File: src/aod_pkg.sv
/*
 * Constants for the analog output diagnostic record: byte positions,
 * field positions, fixed descriptor values and timer figures.
 * Assumes a single 100 MHz core clock and a synchronous power-on reset.
 */
// Function
// - Summary bit0 failure, bit1 internal error
// - Summary bit2 external, bit3 any channel
// - Summary bit4 aux supply missing
// - Summary bit7 erroneous parameters
// - Module class 0101b in info byte
// - Info bit4 marks channel data present
// - Extended bit3 diagnostics buffer overflow
// - Extended bit4 internal communication error
// - Channel kind code 73h, analog out
// - Diagnostic bits per channel reads 08h
// - Channel count reads 02h
// - Group bits 0/1 for groups 0/1
// - Channel bit0 configuration/parameter error
// - Channel bit3 short to ground
// - Timestamp holds counter at event
// - Microsecond counter starts zero, ticks 1us
// - Counter wraps to zero after maximum
// - Error lights channel indicator, no interrupt
// - Short reported only when enabled
package aod_pkg;
    // Record byte positions
    localparam logic [4:0] AOD_IDX_SUMMARY = 5'h00;
    localparam logic [4:0] AOD_IDX_MODINFO = 5'h01;
    localparam logic [4:0] AOD_IDX_EXT = 5'h03;
    localparam logic [4:0] AOD_IDX_CHKIND = 5'h04;
    localparam logic [4:0] AOD_IDX_DIAG_BITS_PER_CHANNEL = 5'h05;
    localparam logic [4:0] AOD_IDX_CHANNEL_COUNT = 5'h06;
    localparam logic [4:0] AOD_IDX_GRPERR = 5'h07;
    localparam logic [4:0] AOD_IDX_PER_CHANNEL_ERROR_0 = 5'h08;
    localparam logic [4:0] AOD_IDX_PER_CHANNEL_ERROR_1 = 5'h09;
    localparam logic [4:0] AOD_IDX_TS0 = 5'h10;
    localparam logic [4:0] AOD_IDX_TS3 = 5'h13;
    // Summary byte fields
    localparam int AOD_SUM_FAIL = 0;
    localparam int AOD_SUM_INT = 1;
    localparam int AOD_SUM_EXT = 2;
    localparam int AOD_SUM_CHAN = 3;
    localparam int AOD_SUM_AUX = 4;
    localparam int AOD_SUM_PARAM = 7;
    // Extended byte fields
    localparam int AOD_EXT_OVF = 3;
    localparam int AOD_EXT_COMM = 4;
    // Per-channel fields
    localparam int AOD_CH_CFG = 0;
    localparam int AOD_CH_SHORT = 3;
    // Fixed descriptors
    localparam logic [3:0] AOD_CLASS_ANALOG = 4'h5;
    localparam int AOD_MOD_CHINFO = 4;
    localparam logic [6:0] AOD_KIND_ANALOG_OUT = 7'h73;
    localparam logic [7:0] AOD_DIAG_BITS_PER_CHANNEL_VAL = 8'h08;
    localparam logic [7:0] AOD_CHANNEL_COUNT_VAL = 8'h02;
    // Reset values
    localparam logic [7:0] AOD_BYTE_RST = 8'h00;
    localparam logic [31:0] AOD_TS_RST = 32'h0000_0000;
    // Timer figures
    localparam int AOD_CLK_MHZ = 100;
    localparam int AOD_TICK_US = 1;
    localparam int AOD_TICK_CYC = AOD_CLK_MHZ * AOD_TICK_US;
    localparam logic [6:0] AOD_PRESC_MAX = 7'(AOD_TICK_CYC - 1);
endpackage : aod_pkg

File: src/aod_diag_record.sv
/*
 * Diagnostic record of a two-channel analog output module: error
 * flags, descriptors, channel errors and an event timestamp, read
 * byte by byte from the backplane side.
 * Assumes error sources are asynchronous levels (synchronised here)
 * and the short-circuit enables come from the parameter store.
 */
`timescale 1ns/10ps
module aod_diag_record #(
    parameter int NCH = 2 // Channels
) (
    input wire logic core_clk, // 100 MHz clock
    input wire logic sys_rst, // Sync reset, high
    input wire logic module_fail, // Module failed
    input wire logic internal_err, // Internal error
    input wire logic external_err, // External error
    input wire logic aux_missing, // Aux supply missing
    input wire logic param_err, // Bad parameter set
    input wire logic diag_buf_ovf, // Diag buffer overflow
    input wire logic comm_err, // Internal comm error
    input wire logic [NCH-1:0] ch_cfg_err, // Channel config error
    input wire logic [NCH-1:0] ch_short, // Short to ground seen
    input wire logic [NCH-1:0] short_en, // Short detect enable
    input wire logic rd_en, // Record byte read
    input wire logic [4:0] rd_index, // Record byte index
    output logic [7:0] rd_data, // Read byte
    output logic rd_valid, // Read data valid
    output logic [NCH-1:0] ch_err_led // Channel error lamp
);
    localparam int NIN = 7 + 3 * NCH;

    logic [NIN-1:0] async_in;
    logic [NIN-1:0] sync1_reg;
    logic [NIN-1:0] sync2_reg;
    logic [7:0] summary_reg;
    logic [7:0] summary_next;
    logic [7:0] ext_reg;
    logic [7:0] ext_next;
    logic [7:0] ch_reg [NCH];
    logic [7:0] ch_next [NCH];
    logic [NCH-1:0] grp_next;
    logic [NCH-1:0] grp_reg;
    logic [6:0] presc_reg;
    logic [31:0] us_cnt_reg;
    logic [31:0] ts_reg;
    logic [7:0] rd_data_next;
    logic [NCH-1:0] s_cfg;
    logic [NCH-1:0] s_short;
    logic [NCH-1:0] s_en;
    logic tick;
    logic any_ch;
    logic new_event;
    logic [7:0] mod_info;
    logic [7:0] ch_kind;
    logic [7:0] grp_byte;
    logic [7:0] ts_byte;
    logic [1:0] ts_sel;

    assign async_in = {short_en, ch_short, ch_cfg_err, comm_err, diag_buf_ovf,
                       param_err, aux_missing, external_err, internal_err, module_fail};

    // Two stages before any logic reads the sources
    always_ff @(posedge core_clk) begin
        if (sys_rst) begin
            sync1_reg <= '0;
            sync2_reg <= '0;
        end else begin
            sync1_reg <= async_in;
            sync2_reg <= sync1_reg;
        end
    end

    assign s_cfg = sync2_reg[7 +: NCH];
    assign s_short = sync2_reg[7 + NCH +: NCH];
    assign s_en = sync2_reg[7 + 2 * NCH +: NCH];

    // Per-channel bytes and their group bits
    genvar g;
    generate
        for (g = 0; g < NCH; g++) begin : g_ch
            always_comb begin
                ch_next[g] = aod_pkg::AOD_BYTE_RST;
                ch_next[g][aod_pkg::AOD_CH_CFG] = s_cfg[g];
                ch_next[g][aod_pkg::AOD_CH_SHORT] = s_short[g] & s_en[g];
            end
            assign grp_next[g] = |ch_next[g];
        end
    endgenerate

    assign any_ch = |grp_next;

    always_comb begin
        summary_next = aod_pkg::AOD_BYTE_RST;
        summary_next[aod_pkg::AOD_SUM_FAIL] = sync2_reg[0];
        summary_next[aod_pkg::AOD_SUM_INT] = sync2_reg[1];
        summary_next[aod_pkg::AOD_SUM_EXT] = sync2_reg[2];
        summary_next[aod_pkg::AOD_SUM_CHAN] = any_ch;
        summary_next[aod_pkg::AOD_SUM_AUX] = sync2_reg[3];
        summary_next[aod_pkg::AOD_SUM_PARAM] = sync2_reg[4];
        ext_next = aod_pkg::AOD_BYTE_RST;
        ext_next[aod_pkg::AOD_EXT_OVF] = sync2_reg[5];
        ext_next[aod_pkg::AOD_EXT_COMM] = sync2_reg[6];
    end

    // Event: any summary, extended or group bit rising; a held flag does not retake the stamp
    assign new_event = (|(summary_next & ~summary_reg)) | (|(ext_next & ~ext_reg))
                       | (|(grp_next & ~grp_reg));

    always_ff @(posedge core_clk) begin
        if (sys_rst) begin
            summary_reg <= aod_pkg::AOD_BYTE_RST;
            ext_reg <= aod_pkg::AOD_BYTE_RST;
            grp_reg <= '0;
        end else begin
            summary_reg <= summary_next;
            ext_reg <= ext_next;
            grp_reg <= grp_next;
        end
    end

    generate
        for (g = 0; g < NCH; g++) begin : g_chreg
            always_ff @(posedge core_clk) begin
                if (sys_rst) begin
                    ch_reg[g] <= aod_pkg::AOD_BYTE_RST;
                end else begin
                    ch_reg[g] <= ch_next[g];
                end
            end
        end
    endgenerate

    // lamp per channel, no interrupt path
    always_ff @(posedge core_clk) begin
        if (sys_rst) begin
            ch_err_led <= '0;
        end else begin
            ch_err_led <= grp_next;
        end
    end

    assign tick = (presc_reg == aod_pkg::AOD_PRESC_MAX);

    always_ff @(posedge core_clk) begin
        if (sys_rst) begin
            presc_reg <= '0;
        end else if (tick) begin
            presc_reg <= '0;
        end else begin
            presc_reg <= presc_reg + 7'h01;
        end
    end

    always_ff @(posedge core_clk) begin
        if (sys_rst) begin
            us_cnt_reg <= aod_pkg::AOD_TS_RST;
        end else if (tick) begin
            us_cnt_reg <= us_cnt_reg + 32'h0000_0001;
        end
    end

    always_ff @(posedge core_clk) begin
        if (sys_rst) begin
            ts_reg <= aod_pkg::AOD_TS_RST;
        end else if (new_event) begin
            ts_reg <= us_cnt_reg;
        end
    end

    assign mod_info = {3'h0, 1'b1, aod_pkg::AOD_CLASS_ANALOG};
    assign ch_kind = {1'b0, aod_pkg::AOD_KIND_ANALOG_OUT};
    assign grp_byte = 8'(grp_reg);
    assign ts_sel = rd_index[1:0];
    // Little-endian timestamp bytes
    assign ts_byte = ts_reg[8 * ts_sel +: 8];

    always_comb begin
        if (rd_index == aod_pkg::AOD_IDX_SUMMARY) begin
            rd_data_next = summary_reg;
        end else if (rd_index == aod_pkg::AOD_IDX_MODINFO) begin
            rd_data_next = mod_info;
        end else if (rd_index == aod_pkg::AOD_IDX_EXT) begin
            rd_data_next = ext_reg;
        end else if (rd_index == aod_pkg::AOD_IDX_CHKIND) begin
            rd_data_next = ch_kind;
        end else if (rd_index == aod_pkg::AOD_IDX_DIAG_BITS_PER_CHANNEL) begin
            rd_data_next = aod_pkg::AOD_DIAG_BITS_PER_CHANNEL_VAL;
        end else if (rd_index == aod_pkg::AOD_IDX_CHANNEL_COUNT) begin
            rd_data_next = aod_pkg::AOD_CHANNEL_COUNT_VAL;
        end else if (rd_index == aod_pkg::AOD_IDX_GRPERR) begin
            rd_data_next = grp_byte;
        end else if (rd_index == aod_pkg::AOD_IDX_PER_CHANNEL_ERROR_0) begin
            rd_data_next = ch_reg[0];
        end else if (rd_index == aod_pkg::AOD_IDX_PER_CHANNEL_ERROR_1 && NCH > 1) begin
            rd_data_next = ch_reg[NCH-1];
        end else if (rd_index >= aod_pkg::AOD_IDX_TS0 && rd_index <= aod_pkg::AOD_IDX_TS3) begin
            rd_data_next = ts_byte;
        end else begin
            // reserved and unused bytes read zero
            rd_data_next = aod_pkg::AOD_BYTE_RST;
        end
    end

    always_ff @(posedge core_clk) begin
        if (sys_rst) begin
            rd_data <= aod_pkg::AOD_BYTE_RST;
            rd_valid <= 1'b0;
        end else begin
            rd_data <= rd_en ? rd_data_next : aod_pkg::AOD_BYTE_RST;
            rd_valid <= rd_en;
        end
    end
endmodule // aod_diag_record

File: config.mk
export PLATFORM = sky130hd
export DESIGN_NAME = aod_diag_record
export DESIGN_NICKNAME = d
export VERILOG_FILES = /design/src/aod_pkg.sv /design/src/aod_diag_record.sv
export SDC_FILE = /design/constraint.sdc
export NUM_CORES = 1
export LEC_CHECK = 0
export BUFFER_PORTS_ARGS = -buffer_cell sky130_fd_sc_hd__buf_2
export CORE_ASPECT_RATIO = 0.75
export CORE_UTILIZATION = 45
export CTS_BUF_LIST = sky130_fd_sc_hd__clkbuf_8 sky130_fd_sc_hd__clkbuf_16
export DETAILED_ROUTE_END_ITERATION = 7
export PLACE_DENSITY = 0.6
export SETUP_SLACK_MARGIN = 0.2
export SLEW_MARGIN = 20
export SYNTH_ARGS = -nofsm -noshare
export SYNTH_HDL_FRONTEND = slang
export SYNTH_SLANG_ARGS = --single-unit
export TNS_END_PERCENT = 50
File: constraint.sdc
create_clock -name core_clk -period 2.5 [get_ports core_clk]
set_input_delay 0.5 -clock core_clk [delete_from_list [all_inputs] [get_ports core_clk]]
set_output_delay 0.5 -clock core_clk [all_outputs]
set_load 0.005 [all_outputs]
* Yosys cells after proc, flatten, opt, wreduce, memory -nomap -nowiden
Memories as Yosys holds them, arrays and structs flattened.
Index checks and enable logic that the tools add are counted.
** Operators by class
- Equal/unequal tests :: 9
- Multiplexer cells :: 15
- $add $sub $neg :: 2
- Shift operators :: 1
- Bitwise operators :: 13
- Reductions and logical operators :: 10
- Order comparisons :: 2
** Operator list (count)
- $mux 8 :: 10
- $add 32x1->32 const B :: 1
- $shiftx 32x6->8 :: 1
- $eq 5x3->1 const B :: 4
- $not 8->8 :: 2
- $reduce_or 8->1 :: 2
- $eq 5x4->1 const B :: 2
- $reduce_or 2->1 :: 5
- $and 5x8->8 :: 1
- $and 8x8->8 :: 1
- $add 7x1->7 const B :: 1
- $eq 7x7->1 const B :: 1
- $eq 5x1->1 const B :: 1
- $eq 5x2->1 const B :: 1
- $ge 5x5->1 const B :: 1
- $le 5x5->1 const B :: 1
- $logic_not 5->1 :: 1
- $mux 2 :: 2
- $or 1x1->1 :: 4
- $reduce_or 4->1 :: 1
- $mux 1 :: 3
- $and 1x1->1 :: 2
- $and 2x2->2 :: 1
- $not 2->2 :: 1
- 2 further kinds :: 2
** Word-level totals
- RAM bits :: 4
- Memories :: 1
- Register bits :: 124
** Memories
- ch_reg :: words 2, width 2, read ports 2, clocked after Yosys merged registers in 0, wr ports 2, line aod_diag_record.sv:39 : logic [7:0] ch_reg [NCH];

* Logic depth before layout (Yosys ltp)
Gate-level depths: netlist (run 1).
- Depth after elaboration :: 12
- Mapped depth :: 7

* Worst setup path after synthesis (run 1)
Ideal clock, no wire load.
- Path type :: input to register
- From :: in rd_index[0]
- To :: reg rd_data[7]
- Library setup time :: 117 ps
- Arrival time :: 1742 ps
- Buffers on the path :: 2
- Path slack :: 641 ps
- Cell stages on the path :: 5
- Data required time :: 2383 ps
- Cell sequence :: buf_2 > clkbuf_1 > mux4_2 > a22oi_1 > nor2_1
** On the way
- Word-level cells in the longest chain between the ends :: 12
- Elaborated cells between the ends (all ways) :: 23
** RTL lines
- start, declared :: line aod_diag_record.sv:25 : input wire logic [4:0] rd_index,
- parallel branches: the longest is 11 deep, another holds $shiftx 32x6->8
- $mux 8 * :: line aod_diag_record.sv:178 : if (rd_index == aod_pkg::AOD_IDX_SUMMARY) begin
- end signal, assigned :: line aod_diag_record.sv:206 : rd_data <= aod_pkg::AOD_BYTE_RST;
- end signal, assigned :: line aod_diag_record.sv:209 : rd_data <= rd_en ? rd_data_next : aod_pkg::AOD_BYTE_RST;
- end, declared :: line aod_diag_record.sv:26 : output logic [7:0] rd_data,
Every way passes the cells marked *.
A chain may end at the register's enable or synchronous reset.

* Worst setup path in the final report (run 1)
- From :: reg presc_reg[0]
- To :: reg us_cnt_reg[24]
** On the way
- Word-level cells in the longest chain between the ends :: 1
** RTL lines
- start, declared :: line aod_diag_record.sv:43 : logic [6:0] presc_reg;
- start signal, assigned :: line aod_diag_record.sv:150 : presc_reg <= presc_reg + 7'h01;
- $eq 7x7->1 :: line aod_diag_record.sv:142 : assign tick = (presc_reg == aod_pkg::AOD_PRESC_MAX);
- end signal, assigned :: line aod_diag_record.sv:156 : us_cnt_reg <= aod_pkg::AOD_TS_RST;
- end signal, assigned :: line aod_diag_record.sv:158 : us_cnt_reg <= us_cnt_reg + 32'h0000_0001;
- end, declared :: line aod_diag_record.sv:44 : logic [31:0] us_cnt_reg;
Every way passes these cells.

==> results_dict.tcl, run 1 <==
set metrics [dict create \
    cts-root-buf "clkbuf_16" \
    synthCells 487 \
    critical_path_class "reg -> reg" \
    dr.first_iter.drc_count 233 \
    yosysSeqAreaShare 0.501 \
    path_clk_slew_ns 0.06 \
    portBuffers 31 \
    comb_power_share 0.046 \
    routed_wl_mm 10.2 \
    gr-usage-met3 0.0647 \
    ant_nets 0 \
    use_met1 0.296 \
    cts_tree "built" \
    post-route-period-util 0.767 \
    grt_use_met2 0.274 \
    synth_ff_type "dfxtp_1" \
    grt_pass1_vias 3208 \
    placedInstanceArea_sq_mm 0.00505 \
    maxSlewViolCount 0 \
    postCtsSetupBuffers 0 \
    dp_hpwl_mm 7.13 \
    diodes 0 \
    synth_top_area_frac 0.501 \
    drive_gt1_frac 0.176 \
    overflow 0 \
    clock_skew_ns 0.00515 \
    fmax_ghz 0.521 \
    yosysTopAreaCell "dfxtp_1" \
    ys_top_cells_by_area "dfxtp_1 50%, mux2i_1 6.9%, nor2_1 6.5%" \
    core_area_sq_mm 0.0103 \
    dieArea_sq_mm 0.0111 \
    cts.sinks 120 \
    outcome "complete, no violations" \
    crit_arrival_ns 2.27 \
    grt_max_degree 33 \
    crit_fanout 7 \
    p_int_mw 3.42 \
    routed_via_density 5.19 \
    synth_edf_count 0 \
    first_pass_iters 4 \
    tightest_slew_ns 0.615 \
    syn_area_per_cell_sq_um 9.84 \
    min_period_ns 1.92 \
    synth-async-reset-ratio 0 \
    yosys_warnings 0 \
    p_clk_frac 0.518 \
    vdd_drop_max_mv 0.474 \
    grtUsageTotal 0.203 \
    cellPowerDensity_mw_per_mm2 799 \
    post_cts_resized 0 \
    hold_viol_final 0 \
    finalNetCount 538 \
    num_vias 3448 \
    yosys.cell_types.count 51 \
    clk_latency_ns 0.41 \
    syn_area_sq_mm 0.00479 \
    numCtsBuffers 17 \
    cts_htree_levels 4 \
    drv_cap 0 \
    hold_buffers 0 \
    rsz0062_at_grt "no" \
    p_switching_mw 1.07 \
    rows 32 \
    pin_count 32 \
    wl_per_cell_um 15.4 \
    required_ns 2.85 \
    area_growth_pct 17.3 \
    finalSetupViolCount 0 \
    critPathLaunchType "flip-flop" \
    die_h_um 91.4 \
    drc 0 \
    p_leak_nw 2.10 \
    cts_buffer_depth 2 \
    stdcell_area_sq_mm 0.00562 \
    antenna_found_initial 0 \
    setup_tns_ns 0 \
    start_util 0.464 \
    end_kind "flip-flop" \
    share_seq_of_total_power 0.436 \
    busiest_layer "met1" \
    relSlewSlack 0.589 \
    switching_share 0.238 \
    dieWidth_um 121 \
    hold_path.class "in -> reg" \
    gp_congestion 0.805 \
    ys_seq_elements 120 \
    grt_pass1_wl_mm 16.6 \
    syn_nets 510 \
]
[per-layer routing]
layer  share of wire  up-vias
met1            0.52     1648
met4          0.0084        0
li1                -     1719
met3           0.050        9
met2            0.42       72
met5               0        -
[layout make-up]
cell class                 instances  area (sq um)
fill                             931          4710
clock buffer                      17           425
sequential                       120          2400
multi-input combinational        325          2210
inverter                          14          52.6
clock inverter                    15           146
tap                              136           170
timing repair buffer              37           215
[synthesized netlist by cell type (all sizes together), types with 8 or more instances]
cell type	number
a21oi	14
buf	10
clkbuf	18
dfxtp	120
inv	14
mux2i	33
mux4	8
nand2	22
nand3	14
nand4	9
nor2	83
nor2b	33
nor4	12
o21ai	10
xnor2	21
xor2	10
[through the flow]
| step | utilization | cells | hold slack [ns] | power [mW] | worst slack, ns |
|---|---|---|---|---|---|
| global route | 0.544 | 664 | 0.285 | 4.66 | 0.400 |
| detailed placement | 0.489 | 632 | 0.420 | 2.20 | 0.580 |
| finish | 0.544 | 664 | 0.289 | 4.49 | 0.581 |
| floorplan | - | 487 | 0.410 | 2.15 | 0.641 |
| global placement | 0.489 | 632 | 0.418 | 2.20 | 0.621 |
| CTS | 0.544 | 664 | 0.274 | 4.52 | 0.561 |
[cell families (layout without fill, tap and decap cells)]
group                    Yosys count  in the layout  share of synthesized area
AO/OA/AOI/OAI                     37             37                     0.0491
adder cells (fa/ha/maj)            2              2                    0.00522
flip-flops                       120            120                      0.501
AND/OR/NAND/NOR                  213            213                      0.241
buffers and inverters             42             83                     0.0378
multiplexers                      42             42                      0.109
XOR/XNOR                          31             31                     0.0566
[final timing paths]
| check | cells after the start | endpoint | from | slack, ns |
|---|---|---|---|---|
| min reg2reg | 2 | summary_reg[1] | sync2_reg[1] | 0.43 |
| min | 2 | sync1_reg[11] | short_en[0] | 0.29 |
| max reg2reg | 6 | us_cnt_reg[24] | presc_reg[0] | 0.58 |
| max | 6 | us_cnt_reg[24] | presc_reg[0] | 0.58 |
[placed cells by master (no fill, tap or decap), types with 7 or more instances in the layout]
master,count
mux2i_1,33
nand2_1,21
nand3_1,13
nor2b_1,33
inv_1,15
o21ai_0,10
mux4_2,8
and4_1,7
xor2_1,10
clkbuf_16,17
buf_2,30
nand4_1,7
xnor2_1,21
dfxtp_1,120
a21oi_1,12
nor4_1,8
nor2_1,83
[worst max-delay path, cell delays in order (launching register included)]
cell	delay, ns
dfxtp_1	0.34
ha_1	0.22
and3_1	0.27
and4_1	0.44
nand2_4	0.08
or3_1	0.36
a21oi_1	0.14
[power by group through the flow]
stage               Clock [mW]  Sequential (mW)  Combinational [mW]
global route              2.47             1.96               0.225
detailed placement           0             2.00               0.204
finish                    2.33             1.96               0.205
global placement             0             2.00               0.202
CTS                       2.36             1.96               0.206
floorplan                    0             2.00               0.155
Power figures use the tool's default switching activity.
==> inputs of run 2 (changes only) <==
==> constraint.sdc (replaced) <==
create_clock -name core_clk -period 2 [get_ports core_clk]
set_input_delay 0.4 -clock core_clk [delete_from_list [all_inputs] [get_ports core_clk]]
set_output_delay 0.4 -clock core_clk [all_outputs]
set_load 0.005 [all_outputs]
==> results_dict.tcl, run 2 (synthesis results as in run 1) <==
set metrics [dict create \
    hold_buffers 0 \
    grt_max_degree 34 \
    grtUsageTotal 0.201 \
    cts_tree "built" \
    gp_congestion 0.837 \
    p_clk_frac 0.521 \
    hold_viol_final 0 \
    critPathLaunch "presc_reg[0]" \
    dp_hpwl_mm 7.09 \
    cts.sinks 120 \
    outcome "complete, no violations" \
    clock_skew_ns 0.0110 \
    routed_wl_mm 10.7 \
    drc 0 \
    share_seq_of_total_power 0.428 \
    power_mw 5.73 \
    numCtsBuffers 17 \
    p_leak_nw 2.25 \
    pin_count 32 \
    dr.first_iter.drc_count 296 \
    hold_path.class "in -> reg" \
    dieWidth_um 121 \
    cts-root-buf "clkbuf_16" \
    crit_arrival_ns 2.13 \
    maxSlewViolCount 0 \
    critical_path_class "reg -> reg" \
    nFillCells 900 \
    drv_cap 0 \
    preCtsSetupSlack_ns 0.192 \
    stdcell_area_sq_mm 0.00589 \
    worst_slack_ns 0.166 \
    reg2regPathDepth 6 \
    die_h_um 91.4 \
    finalSetupViolCount 0 \
    clk_latency_ns 0.41 \
    dieArea_sq_mm 0.0111 \
    cellPowerDensity_mw_per_mm2 972 \
    core_area_sq_mm 0.0103 \
    diodes 0 \
    routed_via_density 5.13 \
    post-route-period-util 0.917 \
    area_growth_pct 22.9 \
    reg2reg_to "us_cnt_reg[31]" \
    whs_ns 0.195 \
    fmax_ghz 0.545 \
    grt_pass1_vias 3103 \
    cts_buffer_depth 2 \
    critPathLaunchType "flip-flop" \
    vdd_drop_max_mv 0.625 \
    first_pass_iters 5 \
    drive_gt1_frac 0.231 \
    path_clk_slew_ns 0.06 \
    placedInstanceArea_sq_mm 0.00512 \
    worstReg2RegStart "presc_reg[0]" \
    reg2reg_setup_slack_ns 0.17 \
    min_period_ns 1.83 \
    num_vias 3493 \
    portBuffers 31 \
    cts_htree_levels 4 \
    wl_per_cell_um 15.7 \
    crit_fanout 4 \
    overflow 0 \
    rsz0062_at_grt "yes" \
    rows 32 \
    endpoint "us_cnt_reg[31]" \
    ant_nets 0 \
    grt_pass1_wl_mm 16.4 \
    finalNetCount 555 \
    tightest_slew_ns 0.625 \
    final_common_cell "dfxtp_1" \
    setup_tns_ns 0 \
    p_int_mw 4.43 \
    switching_share 0.225 \
    start_util 0.464 \
    relSlewSlack 0.582 \
    required_ns 2.30 \
    end_kind "flip-flop" \
    final_cell_mix "118 x dfxtp_1, 83 x nor2_1, 33 x nor2b_1, 33 x mux2i_1, 30 x buf_2" \
    comb_power_share 0.052 \
    p_switching_mw 1.29 \
    antenna_found_initial 0 \
]
run 2: power groups by stage:
| stage | clock network (mW) | registers (mW) | logic [mW] |
|---|---|---|---|
| after floorplan | 0 | 2.50 | 0.193 |
| after global placement | 0 | 2.50 | 0.256 |
| after detailed placement | 0 | 2.50 | 0.259 |
| after CTS | 3.03 | 2.45 | 0.261 |
| after global routing | 3.16 | 2.45 | 0.321 |
| final | 2.98 | 2.45 | 0.295 |
run 2: area by class of cell:
type,count,area [sq um],area share
Sequential cell,120,2410,0.409
Multi-Input combinational cell,325,2300,0.391
Clock buffer,18,439,0.0746
Timing Repair Buffer,54,368,0.0625
Tap cell,136,170,0.0289
Clock inverter,14,149,0.0253
Inverter,14,52.6,0.00892
run 2: worst min-delay path by stage:
stage	startpoint	endpoint	slack [ns]	cells past startpoint
CTS	ch_cfg_err[1]	sync1_reg[8]	0.18	2
global placement	sync1_reg[0]	sync2_reg[0]	0.42	1
detailed placement	sync1_reg[0]	sync2_reg[0]	0.42	1
finish	diag_buf_ovf	sync1_reg[5]	0.20	2
floorplan	sync2_reg[6]	ext_reg[4]	0.41	2
global route	ch_cfg_err[1]	sync1_reg[8]	0.18	2
run 2: per-layer routing:
metal / global-route usage / vias up / share of wire / routed length [um]
met3: 0.0660 / 8 / 0.047 / 504
met1: 0.308 / 1653 / 0.54 / 5730
met2: 0.255 / 76 / 0.41 / 4360
met4: 0.0658 / 0 / 0.0084 / 90
met5: 0 / - / 0 / 0
li1: - / 1756 / - / -
run 2: critical path: stages (launching register included):
cell and delay, ns:
dfxtp_1 0.35, ha_2 0.23, and3_4 0.24, nand4_2 0.14
nor3_4 0.23, nor3b_2 0.22, mux2_4 0.31
run 2: through the flow:
stage          cells  utilization
3_5_place_dp     642        0.496
6_report         681        0.570
4_1_cts          674        0.554
3_3_place_gp     642        0.496
5_1_grt          681        0.570
2_1_floorplan    487            -
run 2: repair_timing:
item,CTS,global route
setup buffers,0,5
cloned,0,2
resized for setup,2,23
pin swaps,0,5
setup endpoints to repair,5,52
